### src/design/eeprom_pkg.sv
// shared constants and types for the two-wire eeprom slave front end
package eeprom_pkg;

	// ==========================================
	// timing
	localparam int CLK_PERIOD_NS = 10;
	localparam int WRITE_CYCLE_MS = 5;
	localparam int NS_PER_MS = 1000000;
	// longest time rounds down to whole cycles
	localparam int WRITE_CYCLE_CYCLES = WRITE_CYCLE_MS * NS_PER_MS / CLK_PERIOD_NS;
	localparam int TIMER_W = 20;

	// ==========================================
	// control byte and bit framing
	localparam logic [3:0] TYPE_CODE = 4'ha;
	localparam logic [3:0] LAST_DATA_CNT = 4'h7;
	localparam logic [3:0] ACK_CNT = 4'h8;
	localparam logic [3:0] DONE_CNT = 4'h9;
	localparam logic [3:0] BIT_TOP = 4'h7;
	localparam logic SDA_LOW = 1'b0;

	// ==========================================
	// storage
	localparam int PAGE_DEPTH = 16;
	localparam int IDX_W = 4;
	localparam int FIFO_DEPTH = 32;
	localparam int PROTECT_BIT = 7;
	localparam logic [15:0] NO_VALID = 16'h0000;
	localparam logic [7:0] PTR_STEP = 8'h01;
	localparam logic [3:0] IDX_STEP = 4'h1;
	localparam logic [3:0] IDX_LAST = 4'hf;
	localparam logic [3:0] CNT_STEP = 4'h1;
	localparam logic [19:0] TIMER_STEP = 20'h0_0001;
	localparam logic [19:0] TIMER_ZERO = 20'h0_0000;

	typedef enum logic [2:0] {
		ST_IDLE = 3'b000,
		ST_CTRL = 3'b001,
		ST_WADDR = 3'b010,
		ST_WDATA = 3'b011,
		ST_RSTART = 3'b100,
		ST_READ = 3'b101,
		ST_IGNORE = 3'b110
	} link_state_t;

	typedef struct packed {
		logic [7:0] addr;
		logic [7:0] data;
	} mem_write_t;

	typedef struct packed {
		logic cascadable;
		logic [2:0] chip_select;
	} strap_t;

endpackage

### src/design/bus_condition.sv
// pin synchroniser and start, stop and clock edge detector
`timescale 1ns/1ps
module bus_condition (
	input wire logic clock_i,
	input wire logic resetn_i,
	input wire logic scl_i,
	input wire logic sda_i,
	input wire logic [3:0] strap_pins_i,
	output logic scl_o,
	output logic sda_o,
	output logic scl_rise_o,
	output logic scl_fall_o,
	output logic start_o,
	output logic stop_o,
	output logic [3:0] strap_o
);
	logic [5:0] meta;
	logic [5:0] stable;
	logic prev_scl;
	logic prev_sda;

	// ==========================================
	// two-stage synchroniser, first stage read only by the second
	always_ff @(posedge clock_i) begin
		if (!resetn_i) begin
			meta <= 6'h3f;
			stable <= 6'h3f;
			prev_scl <= 1'b1;
			prev_sda <= 1'b1;
		end else begin
			meta <= {strap_pins_i, scl_i, sda_i};
			stable <= meta;
			prev_scl <= stable[1];
			prev_sda <= stable[0];
		end
	end

	assign scl_o = stable[1];
	assign sda_o = stable[0];
	assign strap_o = stable[5:2];
	assign scl_rise_o = stable[1] && !prev_scl;
	assign scl_fall_o = !stable[1] && prev_scl;
	// clock must be high in both samples so a clock edge is never taken for a condition
	assign start_o = stable[1] && prev_scl && prev_sda && !stable[0];
	assign stop_o = stable[1] && prev_scl && !prev_sda && stable[0];
endmodule // bus_condition

### src/design/word_fifo.sv
// flip-flop fifo with valid and ready on both sides
`timescale 1ns/1ps
module word_fifo #(
	parameter int WIDTH = 16,
	parameter int DEPTH = 32
) (
	input wire logic clock_i,
	input wire logic resetn_i,
	input wire logic in_valid_i,
	output logic in_ready_o,
	input wire logic [WIDTH-1:0] in_data_i,
	output logic out_valid_o,
	input wire logic out_ready_i,
	output logic [WIDTH-1:0] out_data_o
);
	localparam int PTR_W = $clog2(DEPTH);
	localparam logic [PTR_W-1:0] PTR_ONE = PTR_W'(1);
	localparam logic [PTR_W:0] CNT_FULL = (PTR_W+1)'(DEPTH);

	logic [WIDTH-1:0] store [DEPTH];
	logic [PTR_W-1:0] wr_idx;
	logic [PTR_W-1:0] rd_idx;
	logic [PTR_W:0] count;
	wire push = in_valid_i && in_ready_o;
	wire pop = out_valid_o && out_ready_i;

	assign in_ready_o = count != CNT_FULL;
	assign out_valid_o = count != '0;
	assign out_data_o = store[rd_idx];

	always_ff @(posedge clock_i) begin
		if (push) begin
			store[wr_idx] <= in_data_i;
		end
	end

	always_ff @(posedge clock_i) begin
		if (!resetn_i) begin
			wr_idx <= '0;
			rd_idx <= '0;
			count <= '0;
		end else begin
			if (push) begin
				wr_idx <= (wr_idx == PTR_W'(DEPTH - 1)) ? '0 : wr_idx + PTR_ONE;
			end
			if (pop) begin
				rd_idx <= (rd_idx == PTR_W'(DEPTH - 1)) ? '0 : rd_idx + PTR_ONE;
			end
			count <= count + (PTR_W+1)'(push) - (PTR_W+1)'(pop);
		end
	end
endmodule // word_fifo

### src/design/eeprom_slave.sv
// two-wire eeprom slave: conditions, bit engine, control decode, byte and page write
// How it works
// - data changes only while clock low
// - falling data with clock high starts
// - rising data with clock high stops
// - one bit per clock, sampled high
// - page buffer keeps only last sixteen bytes
// - receiver acknowledges on ninth clock pulse
// - acknowledge held low through clock high
// - no acknowledge during internal write cycle
// - master not-acknowledge releases data line
// - control byte acknowledged only for 1010
// - cascadable: chip select equals address pins
// - non-cascadable: chip select bits ignored
// - low control bit picks read or write
// - sequential read wraps inside this device
// - byte after write control loads pointer
// - data byte acked, stop starts write
// - write cycle ends within five milliseconds
// - writes to upper half are dropped
`timescale 1ns/1ps
module eeprom_slave #(
	parameter int unsigned WRITE_CYCLE_CLOCKS = eeprom_pkg::WRITE_CYCLE_CYCLES
) (
	input wire logic clock_i,
	input wire logic resetn_i,
	input wire logic scl_i,
	input wire logic sda_i,
	output logic sda_o,
	output logic sda_oe_o,
	input wire logic chip_select_pin_bit0_i,
	input wire logic chip_select_pin_bit1_i,
	input wire logic chip_select_pin_bit2_i,
	input wire logic cascadable_i,
	output logic [7:0] rd_addr_o,
	input wire logic [7:0] rd_data_i,
	output logic mem_wr_valid_o,
	input wire logic mem_wr_ready_i,
	output eeprom_pkg::mem_write_t mem_wr_o,
	output logic busy_o
);
	// ==========================================
	// line conditions
	logic scl_q;
	logic sda_q;
	logic scl_rise;
	logic scl_fall;
	logic start_seen;
	logic stop_seen;
	eeprom_pkg::strap_t straps;

	bus_condition u_cond (
		.clock_i(clock_i),
		.resetn_i(resetn_i),
		.scl_i(scl_i),
		.sda_i(sda_i),
		.strap_pins_i({cascadable_i, chip_select_pin_bit2_i,
			chip_select_pin_bit1_i, chip_select_pin_bit0_i}),
		.scl_o(scl_q),
		.sda_o(sda_q),
		.scl_rise_o(scl_rise),
		.scl_fall_o(scl_fall),
		.start_o(start_seen),
		.stop_o(stop_seen),
		.strap_o(straps)
	);

	// ==========================================
	// state
	eeprom_pkg::link_state_t state;
	eeprom_pkg::link_state_t next_state;
	logic [3:0] bit_cnt;
	logic [7:0] shift;
	logic [7:0] tx;
	logic [7:0] ptr;
	logic sda_oe;
	logic master_ack;
	logic [7:0] page_data [eeprom_pkg::PAGE_DEPTH];
	logic [15:0] page_valid;
	logic pushing;
	logic [3:0] push_idx;
	logic [19:0] timer;
	logic busy;

	// ==========================================
	// decode
	wire ack_fall = scl_fall && bit_cnt == eeprom_pkg::ACK_CNT;
	wire done_fall = scl_fall && bit_cnt == eeprom_pkg::DONE_CNT;
	wire rx_rise = scl_rise && bit_cnt < eeprom_pkg::ACK_CNT;
	wire type_ok = shift[7:4] == eeprom_pkg::TYPE_CODE;
	// only the cascadable variant compares the pins
	wire cs_ok = !straps.cascadable || shift[3:1] == straps.chip_select;
	wire ctrl_hit = type_ok && cs_ok && !busy;
	wire is_write_rx = state == eeprom_pkg::ST_WADDR || state == eeprom_pkg::ST_WDATA;
	wire want_ack = (state == eeprom_pkg::ST_CTRL && ctrl_hit) || (is_write_rx && !busy);
	wire load_read = done_fall && (state == eeprom_pkg::ST_RSTART
		|| (state == eeprom_pkg::ST_READ && master_ack));
	wire tx_fall = scl_fall && state == eeprom_pkg::ST_READ
		&& bit_cnt != 4'h0 && bit_cnt < eeprom_pkg::ACK_CNT;
	wire tx_bit = tx[3'(eeprom_pkg::BIT_TOP - bit_cnt)];
	wire commit = stop_seen && state == eeprom_pkg::ST_WDATA && page_valid != eeprom_pkg::NO_VALID;
	wire [7:0] push_addr = {ptr[7:4], push_idx};
	wire push_ok = pushing && page_valid[push_idx] && !push_addr[eeprom_pkg::PROTECT_BIT];
	wire fifo_in_ready;
	wire push_advance = pushing && (!push_ok || fifo_in_ready);

	assign busy = pushing || timer != eeprom_pkg::TIMER_ZERO;

	always_comb begin
		next_state = state;
		unique case (state)
			eeprom_pkg::ST_CTRL: begin
				if (!ctrl_hit) begin
					next_state = eeprom_pkg::ST_IGNORE;
				end else if (shift[0]) begin
					next_state = eeprom_pkg::ST_RSTART;
				end else begin
					next_state = eeprom_pkg::ST_WADDR;
				end
			end
			eeprom_pkg::ST_WADDR: next_state = eeprom_pkg::ST_WDATA;
			eeprom_pkg::ST_WDATA: next_state = eeprom_pkg::ST_WDATA;
			eeprom_pkg::ST_IDLE,
			eeprom_pkg::ST_RSTART,
			eeprom_pkg::ST_READ,
			eeprom_pkg::ST_IGNORE: next_state = state;
			default: next_state = eeprom_pkg::ST_IDLE;
		endcase
	end

	// ==========================================
	// framing: a command is only taken after a start
	always_ff @(posedge clock_i) begin
		if (!resetn_i) begin
			state <= eeprom_pkg::ST_IDLE;
			bit_cnt <= 4'h0;
		end else if (start_seen) begin
			state <= eeprom_pkg::ST_CTRL;
			bit_cnt <= 4'h0;
		end else if (stop_seen) begin
			state <= eeprom_pkg::ST_IDLE;
			bit_cnt <= 4'h0;
		end else if (scl_rise && bit_cnt < eeprom_pkg::DONE_CNT) begin
			bit_cnt <= bit_cnt + eeprom_pkg::CNT_STEP;
		end else if (ack_fall) begin
			state <= next_state;
		end else if (done_fall) begin
			bit_cnt <= 4'h0;
			if (state == eeprom_pkg::ST_RSTART || load_read) begin
				state <= eeprom_pkg::ST_READ;
			end else if (state == eeprom_pkg::ST_READ) begin
				state <= eeprom_pkg::ST_IGNORE;
			end
		end
	end

	always_ff @(posedge clock_i) begin
		if (!resetn_i) begin
			shift <= 8'h00;
			master_ack <= 1'b0;
		end else if (rx_rise) begin
			shift <= {shift[6:0], sda_q};
		end else if (scl_rise && bit_cnt == eeprom_pkg::ACK_CNT) begin
			master_ack <= sda_q == eeprom_pkg::SDA_LOW;
		end
	end

	// ==========================================
	// data line driver, changed just after a clock fall and cleared at a start or stop
	always_ff @(posedge clock_i) begin
		if (!resetn_i || start_seen || stop_seen) begin
			sda_oe <= 1'b0;
			tx <= 8'h00;
		end else if (ack_fall) begin
			sda_oe <= want_ack;
		end else if (load_read) begin
			tx <= rd_data_i;
			sda_oe <= !rd_data_i[7];
		end else if (done_fall) begin
			sda_oe <= 1'b0;
		end else if (tx_fall) begin
			sda_oe <= !tx_bit;
		end
	end

	// ==========================================
	// address pointer and page buffer
	always_ff @(posedge clock_i) begin
		if (!resetn_i) begin
			ptr <= 8'h00;
		end else if (ack_fall && state == eeprom_pkg::ST_WADDR && !busy) begin
			ptr <= shift;
		end else if (ack_fall && state == eeprom_pkg::ST_WDATA && !busy) begin
			ptr <= {ptr[7:4], ptr[3:0] + eeprom_pkg::IDX_STEP};
		end else if (scl_rise && bit_cnt == eeprom_pkg::LAST_DATA_CNT
			&& state == eeprom_pkg::ST_READ) begin
			// wraps at the top of this device, never into a neighbour
			ptr <= ptr + eeprom_pkg::PTR_STEP;
		end
	end

	always_ff @(posedge clock_i) begin
		if (ack_fall && state == eeprom_pkg::ST_WDATA && !busy) begin
			page_data[ptr[3:0]] <= shift;
		end
	end

	always_ff @(posedge clock_i) begin
		if (!resetn_i) begin
			page_valid <= eeprom_pkg::NO_VALID;
		end else if (ack_fall && state == eeprom_pkg::ST_WADDR && !busy) begin
			page_valid <= eeprom_pkg::NO_VALID;
		end else if (ack_fall && state == eeprom_pkg::ST_WDATA && !busy) begin
			page_valid[ptr[3:0]] <= 1'b1;
		end
	end

	// ==========================================
	// internal write cycle: drain the page while the timed programming counts down
	always_ff @(posedge clock_i) begin
		if (!resetn_i) begin
			pushing <= 1'b0;
			push_idx <= 4'h0;
		end else if (commit) begin
			pushing <= 1'b1;
			push_idx <= 4'h0;
		end else if (push_advance) begin
			push_idx <= push_idx + eeprom_pkg::IDX_STEP;
			pushing <= push_idx != eeprom_pkg::IDX_LAST;
		end
	end

	always_ff @(posedge clock_i) begin
		if (!resetn_i) begin
			timer <= eeprom_pkg::TIMER_ZERO;
		end else if (commit) begin
			timer <= eeprom_pkg::TIMER_W'(WRITE_CYCLE_CLOCKS);
		end else if (timer != eeprom_pkg::TIMER_ZERO) begin
			timer <= timer - eeprom_pkg::TIMER_STEP;
		end
	end

	always_ff @(posedge clock_i) begin
		if (!resetn_i) begin
			busy_o <= 1'b0;
		end else begin
			busy_o <= busy || commit;
		end
	end

	// the fifo lets the array side stall; a full fifo holds the drain
	eeprom_pkg::mem_write_t push_word;
	assign push_word = '{addr: push_addr, data: page_data[push_idx]};

	word_fifo #(
		.WIDTH($bits(eeprom_pkg::mem_write_t)),
		.DEPTH(eeprom_pkg::FIFO_DEPTH)
	) u_fifo (
		.clock_i(clock_i),
		.resetn_i(resetn_i),
		.in_valid_i(push_ok),
		.in_ready_o(fifo_in_ready),
		.in_data_i(push_word),
		.out_valid_o(mem_wr_valid_o),
		.out_ready_i(mem_wr_ready_i),
		.out_data_o(mem_wr_o)
	);

	assign sda_o = eeprom_pkg::SDA_LOW;
	assign sda_oe_o = sda_oe;
	assign rd_addr_o = ptr;
endmodule // eeprom_slave

### config.mk
export PLATFORM = sky130hd
export DESIGN_NAME = eeprom_slave
export DESIGN_NICKNAME = d
export VERILOG_FILES = /design/src/design/eeprom_pkg.sv /design/src/design/bus_condition.sv /design/src/design/word_fifo.sv /design/src/design/eeprom_slave.sv
export SDC_FILE = /design/constraint.sdc
export NUM_CORES = 1
export LEC_CHECK = 0
export BUFFER_PORTS_ARGS = -buffer_cell sky130_fd_sc_hd__buf_4
export CAP_MARGIN = 5
export CELL_PAD_IN_SITES_DETAIL_PLACEMENT = 2
export CELL_PAD_IN_SITES_GLOBAL_PLACEMENT = 2
export CORE_UTILIZATION = 47
export DETAILED_ROUTE_END_ITERATION = 8
export GPL_TIMING_DRIVEN = 0
export PLACE_DENSITY = 0.79
export SLEW_MARGIN = 30
export SYNTH_ARGS = -nofsm -noshare
export SYNTH_HDL_FRONTEND = slang
export SYNTH_SLANG_ARGS = --single-unit
### constraint.sdc
create_clock -name clock_i -period 4.9 [get_ports clock_i]
set_input_delay 0.49 -clock clock_i [delete_from_list [all_inputs] [get_ports clock_i]]
set_output_delay 0.49 -clock clock_i [all_outputs]
set_load 0.02 [all_outputs]
==> results of run 1 <==
kinds of logic after synthesis:
kind of cell | count (synthesis) | share of synthesized area (%)
flops | 754 | 72.0
simple gates | 279 | 4.87
mux | 247 | 16.9
compound gates | 126 | 2.83
buf+inv | 111 | 1.50
fa+ha+maj | 28 | 1.20
xor+xnor | 22 | 0.646
other cells | 1 | 0.0126
power by group through the flow:
stage / clock network (mW) / registers (mW) / logic (mW)
6_report: 6.42 / 7.10 / 2.37
5_1_grt: 6.66 / 7.12 / 2.52
4_1_cts: 6.48 / 7.10 / 2.37
3_5_place_dp: 0 / 7.23 / 2.27
3_3_place_gp: 0 / 7.22 / 2.14
2_1_floorplan: 0 / 7.19 / 1.56
worst paths after layout:
kind                               to              startpoint  slack, ns  depth (start not counted)
setup / recovery          mem_wr_o[6]                    flop       0.18                          6
hold reg to reg      u_cond.stable[2]          u_cond.meta[2]       0.41                          1
hold / removal         u_cond.meta[4]  chip_select_pin_bit2_i       0.06                          2
setup reg to reg  u_fifo.store[2][10]             push_idx[0]       0.29                          8
area by class of cell:
| cell class | count | area [um2] |
|---|---|---|
| Fill cell | 5435 | 28200 |
| Multi-Input combinational cell | 703 | 8170 |
| Sequential cell | 754 | 21500 |
| Tap cell | 846 | 1060 |
| Buffer | 81 | 355 |
| Clock inverter | 34 | 374 |
| Clock buffer | 113 | 2330 |
| Timing Repair Buffer | 88 | 714 |
| Inverter | 30 | 113 |
synthesized netlist by cell type, drive strengths merged (4+ instances only):
master    n  share of area, %
nand3b    4              0.10
or3       8              0.17
a31oi     7              0.15
mux2     16              0.60
and3      5              0.10
clkbuf   53              0.67
o21a     18              0.45
o31ai     5              0.13
nor3b     4              0.12
a211oi    5              0.14
nor3     25              0.42
nand4    13              0.27
o211ai    7              0.18
mux2i    27              0.91
nor2     89               1.1
nor2b     6              0.13
or4       6              0.18
o21bai    4              0.10
dfxtp   114               7.6
o22ai     4             0.084
xnor2     9              0.26
a21oi    30              0.50
o21ai    22              0.37
nand2b   24              0.50
nor4     19              0.40
buf      28              0.45
nand2    31              0.39
ha       27               1.1
edfxtp  640                64
nand3    25              0.42
inv      30              0.38
mux4    204                15
and4      4              0.12
a22oi     5              0.13
xor2     13              0.38
registers in the layout, indices dropped and copies added (netlist names), 3 cells and up, named ones only:
name,cells
u_fifo.rd_idx,5
u_fifo.count,6
u_cond.stable,6
timer,20
page_data,128
page_valid,16
rd_addr_o,8
bit_cnt,4
u_fifo.wr_idx,5
push_idx,4
u_fifo.store,512
tx,8
state,3
u_cond.meta,6
shift,8
routing by layer:
metal	track usage, %	routed length, um
met1	39.9	37900
met2	55.1	51000
met3	3.95	5700
met4	11.6	3850
met5	0	0
through the flow:
step / TNS [ns] / utilization, % / std cells / area, um2 / hold slack [ns]
2_1_floorplan: 0 / - / 1568 / 29800 / 0.386
3_3_place_gp: -131.05 / 49.7 / 2456 / 31200 / 0.390
3_5_place_dp: 0 / 50.7 / 2502 / 31900 / 0.396
4_1_cts: 0 / 55.0 / 2649 / 34600 / 0.0280
5_1_grt: 0 / 55.1 / 2649 / 34600 / 0.0450
6_report: 0 / 55.1 / 2649 / 34600 / 0.0564
what timing repair did:
item	CTS	global route
gates cloned	0	0
hold buffers	0	0
endpoints found under the setup margin	5	34
gates resized for setup	1	2
==> impl_metrics.json, run 1 <==
{
  "cpMostUsedCell": "mux4_2",
  "final_cell_mix": "edfxtp_1 (640), mux4_2 (203), dfxtp_1 (105)",
  "synth_nets": 1613,
  "die_area_mm2": 0.0645,
  "dp_slack_ns": 0.262,
  "drive_gt1_share_pct": 29.0,
  "root_buffer": "clkbuf_16",
  "slowest_delay_ns": 0.72,
  "p_seq_share_pct": 44.7,
  "vdd_ir_drop_max_v": 0.000237,
  "worstMarginPinSlew_ns": 1.05,
  "p_sw_share_pct": 26.4,
  "crit_chain": "clkbuf_1 -> buf_1 -> mux4_2 -> mux4_2 -> mux2_2 -> buf_4",
  "drt-total-wl_um": 98400,
  "async_reset_ff_share_pct": 0,
  "cp_num_buf_inv": 3,
  "path_clk_slew_ns": 0.06,
  "antenna_found_initial": 2,
  "seq_area_frac_synth_pct": 72.0,
  "p_sw_mw": 4.20,
  "cts_tree": "yes",
  "drv_cap": 0,
  "grt_overflow": 0,
  "vias_per_cell": 6.39,
  "synth_flop_cell": "edfxtp_1",
  "post-cts-setup-buffers": 0,
  "hold_path.class": "in -> reg",
  "core_mm2": 0.0629,
  "p_total_mw": 15.9,
  "worstSkewPairLatency_ns": 0.64,
  "drc": 0,
  "cp_max_fo": 10,
  "yosys_warnings": 0,
  "skew_ns": 0.0359,
  "synth_edf_count": 640,
  "io_pins": 45,
  "die_h_um": 254,
  "setup_viol": 0,
  "setup_slack_ns": 0.184,
  "drv_slew": 0,
  "p_leak_nw": 10.7,
  "fmax_ghz": 0.212,
  "worstPathRequired_ns": 4.41,
  "synthCells": 1568,
  "grt_util_all_layers_pct": 31.4,
  "portBuffers": 42,
  "gp_congestion": 0.821,
  "start_util_pct": 47.5,
  "slowest_stage": "clkbuf_1",
  "first_pass_iters": 5,
  "cp_top_family": "multiplexers",
  "slew_headroom_pct": 29.7,
  "status": "finished, final reports clean",
  "clockBufferDepth": 3,
  "avgSynthCellArea_um2": 19.0,
  "worst_ep_arrival_time_ns": 4.23,
  "ant_nets": 0,
  "die_w_um": 254,
  "crit_type": "reg -> out",
  "first_global_vias": 18181,
  "clock-sinks": 754,
  "grt_max_degree": 40,
  "p_int_mw": 11.7,
  "post_drt_wl_per_cell_um": 37.1,
  "dr_total_vias": 16920,
  "rsz0062_at_grt": "no",
  "rows": 92,
  "min_period_over_period_pct": 96.2,
  "numCtsBuffers": 80,
  "endpoint_kind": "output pin",
  "nets": 1783,
  "dp_hpwl_um": 61300,
  "grt_pass1_wl_um": 140000,
  "htreeDepth": 3,
  "ys_ff_latch": 754,
  "synth_area_mm2": 0.0298,
  "areaGrowthSynthToFinish_pct": 16.0,
  "post-route-min-period_ns": 4.72,
  "mostFrequentLayoutCell": "edfxtp_1",
  "drt_iter0_markers": 1937,
  "hold_viol": 0,
  "antenna_cells": 0,
  "yosysUniqueCellTypes": 70,
  "critPathLaunchType": "flop",
  "pwr-share-comb_pct": 14.9,
  "powerDensity_mw_per_mm2": 459,
  "clock_power_share_pct": 40.4
}
Note: power is estimated with default switching activity, not from simulation.
==> run 2, diff against run 1 <==
--- a/config.mk
+++ b/config.mk
@@ -9,6 +9,7 @@
 export CAP_MARGIN = 5
 export CELL_PAD_IN_SITES_DETAIL_PLACEMENT = 2
 export CELL_PAD_IN_SITES_GLOBAL_PLACEMENT = 2
+export CORE_MARGIN = 4
 export CORE_UTILIZATION = 47
 export DETAILED_ROUTE_END_ITERATION = 8
 export GPL_TIMING_DRIVEN = 0
==> constraint.sdc (replaced) <==
create_clock -name clock_i -period 5.4 [get_ports clock_i]
set_input_delay 0.54 -clock clock_i [delete_from_list [all_inputs] [get_ports clock_i]]
set_output_delay 0.54 -clock clock_i [all_outputs]
set_load 0.02 [all_outputs]
==> run 2 against run 1 <==
First-iteration DRC count rose by 7.3%. Via count is 0.81% higher. Sequential share of layout area grew 0.20 points. Die area up 4.8%. Power down 11%. Highest routed layer unchanged. Critical endpoint is now u_fifo.store[0][6].
==> impl_metrics.json, run 2 (synthesis gave the netlist of run 1 again) <==
{
  "status": "finished, final reports clean",
  "die_h_um": 260,
  "cts_resized": 0,
  "cpMostUsedCell": "buf_2",
  "io_pins": 45,
  "worstMarginPinSlew_ns": 1.06,
  "vdd_ir_drop_max_v": 0.000253,
  "hold_path.class": "in -> reg",
  "root_buffer": "clkbuf_16",
  "grt_util_all_layers_pct": 30.1,
  "skew_ns": 0.0267,
  "crit_chain": "clkbuf_1 -> mux2i_1 -> a221oi_1 -> a32o_1 -> nand3_1 -> nor4_2 -> buf_2 -> buf_2",
  "p_sw_mw": 3.80,
  "worstSkewPairLatency_ns": 0.64,
  "drive_gt1_share_pct": 28.9,
  "drc": 0,
  "final_core_util_pct": 54.8,
  "slowest_stage": "dfxtp_2",
  "grt_overflow": 0,
  "fillers": 5329,
  "min_period_over_period_pct": 97.6,
  "grt_pass1_wl_um": 145000,
  "slowest_delay_ns": 0.99,
  "cts_tree": "yes",
  "final-seq-area_mm2": 0.0215,
  "rows": 92,
  "largest_reg_flops": 512,
  "p_seq_share_pct": 45.8,
  "holdBufCountCts": 0,
  "areaGrowthSynthToFinish_pct": 15.7,
  "powerDensity_mw_per_mm2": 408,
  "p_total_mw": 14.1,
  "regMostFlops": "u_fifo.store",
  "worstPathRequired_ns": 5.73,
  "final_cell_mix": "edfxtp_1 (640), mux4_2 (203), dfxtp_1 (106)",
  "p_sw_share_pct": 27.0,
  "setup_viol": 0,
  "first_global_vias": 18617,
  "portBuffers": 42,
  "clockBufferDepth": 3,
  "slew_headroom_pct": 29.3,
  "drt-total-wl_um": 100000,
  "drv_cap": 0,
  "ant_nets": 0,
  "first_pass_iters": 5,
  "dr_total_vias": 17057,
  "worst_ep_arrival_time_ns": 5.60,
  "rsz0062_at_grt": "no",
  "gp_congestion": 0.778,
  "dp_hpwl_um": 63500,
  "die_area_mm2": 0.0676,
  "post-cts-setup-buffers": 0,
  "critPathLaunchType": "flop",
  "clock_power_share_pct": 38.9,
  "hold_viol": 0,
  "post-route-min-period_ns": 5.27,
  "cp_max_fo": 34,
  "vias_per_cell": 6.42,
  "numCtsBuffers": 80,
  "nets": 1792,
  "p_leak_nw": 10.7,
  "clock-sinks": 754,
  "start_util_pct": 47.4,
  "htreeDepth": 3,
  "crit_type": "reg -> reg",
  "multi_input_area_mm2": 0.00815,
  "drt_iter0_markers": 2078,
  "grt_max_degree": 40,
  "path_clk_slew_ns": 0.07,
  "pwr-share-comb_pct": 15.2,
  "endpoint_kind": "flop",
  "antenna_found_initial": 2,
  "mostFrequentLayoutCell": "edfxtp_1",
  "post_drt_wl_per_cell_um": 37.8,
  "fmax_ghz": 0.190,
  "core_mm2": 0.0630,
  "drv_slew": 0,
  "die_w_um": 260,
  "p_int_mw": 10.3
}
-- run 2: cell types whose count changed in the layout (fill, tap and decap cells not counted), moves of 3 or more --
cell,before,now
buf_2,22,29
bufinv_16,8,2
clkbuf_2,15,9
buf_4,58,53
buf_6,16,21
buf_8,1,5
clkbuf_8,12,8
clkinv_2,9,13
buf_1,8,11
inv_6,1,4
-- run 2: metrics by stage --
step | setup slack (ns) | instance area, um2 | setup TNS (ns) | hold WS [ns] | std cells
6_report | 0.128 | 34500 | 0 | 0.106 | 2657
5_1_grt | 0.0341 | 34500 | 0 | 0.0776 | 2655
4_1_cts | 0.0782 | 34500 | 0 | 0.0742 | 2655
3_5_place_dp | 0.279 | 32000 | 0 | 0.402 | 2511
3_3_place_gp | -1.22 | 31200 | -77.27 | 0.388 | 2456
2_1_floorplan | 1.28 | 29800 | 0 | 0.386 | 1568
-- run 2: final timing paths --
kind,to,depth (start not counted),slack (ns),start
setup reg to reg,u_fifo.store[0][6],8,0.13,push_idx[0]
hold / removal,u_cond.meta[4],2,0.11,chip_select_pin_bit2_i
hold reg to reg,u_cond.stable[2],1,0.42,u_cond.meta[2]
setup / recovery,u_fifo.store[0][6],8,0.13,push_idx[0]
-- run 2: power by group through the flow --
| stage | Combinational [mW] | Sequential, mW | Clock, mW |
|---|---|---|---|
| 2_1_floorplan | 1.41 | 6.53 | 0 |
| 3_3_place_gp | 1.95 | 6.55 | 0 |
| 3_5_place_dp | 2.08 | 6.56 | 0 |
| 4_1_cts | 2.14 | 6.44 | 5.55 |
| 5_1_grt | 2.29 | 6.46 | 5.80 |
| 6_report | 2.14 | 6.45 | 5.48 |
-- run 2: final cells by class --
type	count	share of cell area [%]
Antenna cell	2	0.0145
Tap cell	846	3.07
Clock inverter	35	0.670
Timing Repair Buffer	97	2.37
Multi-Input combinational cell	703	23.6
Clock buffer	109	6.59
Sequential cell	754	62.3
Inverter	30	0.326
Buffer	81	1.01
-- run 2: critical path, delay by kind of cell, from the launching register on --
| kind | cells | cell delay, ns |
|---|---|---|
| compound gates | 2 | 1.00 |
| buf+inv | 3 | 1.14 |
| flops | 1 | 0.99 |
| simple gates | 2 | 1.56 |
| mux | 1 | 0.26 |
-- run 2: routing by layer --
metal  up-vias  global-route usage [%]  wire length (um)
li1       6755                       -                 -
met1      9275                    37.4             37800
met2       830                    54.2             53100
met3       197                    5.04              6020
met4         0                    9.32              3450
met5         -                       0                 0
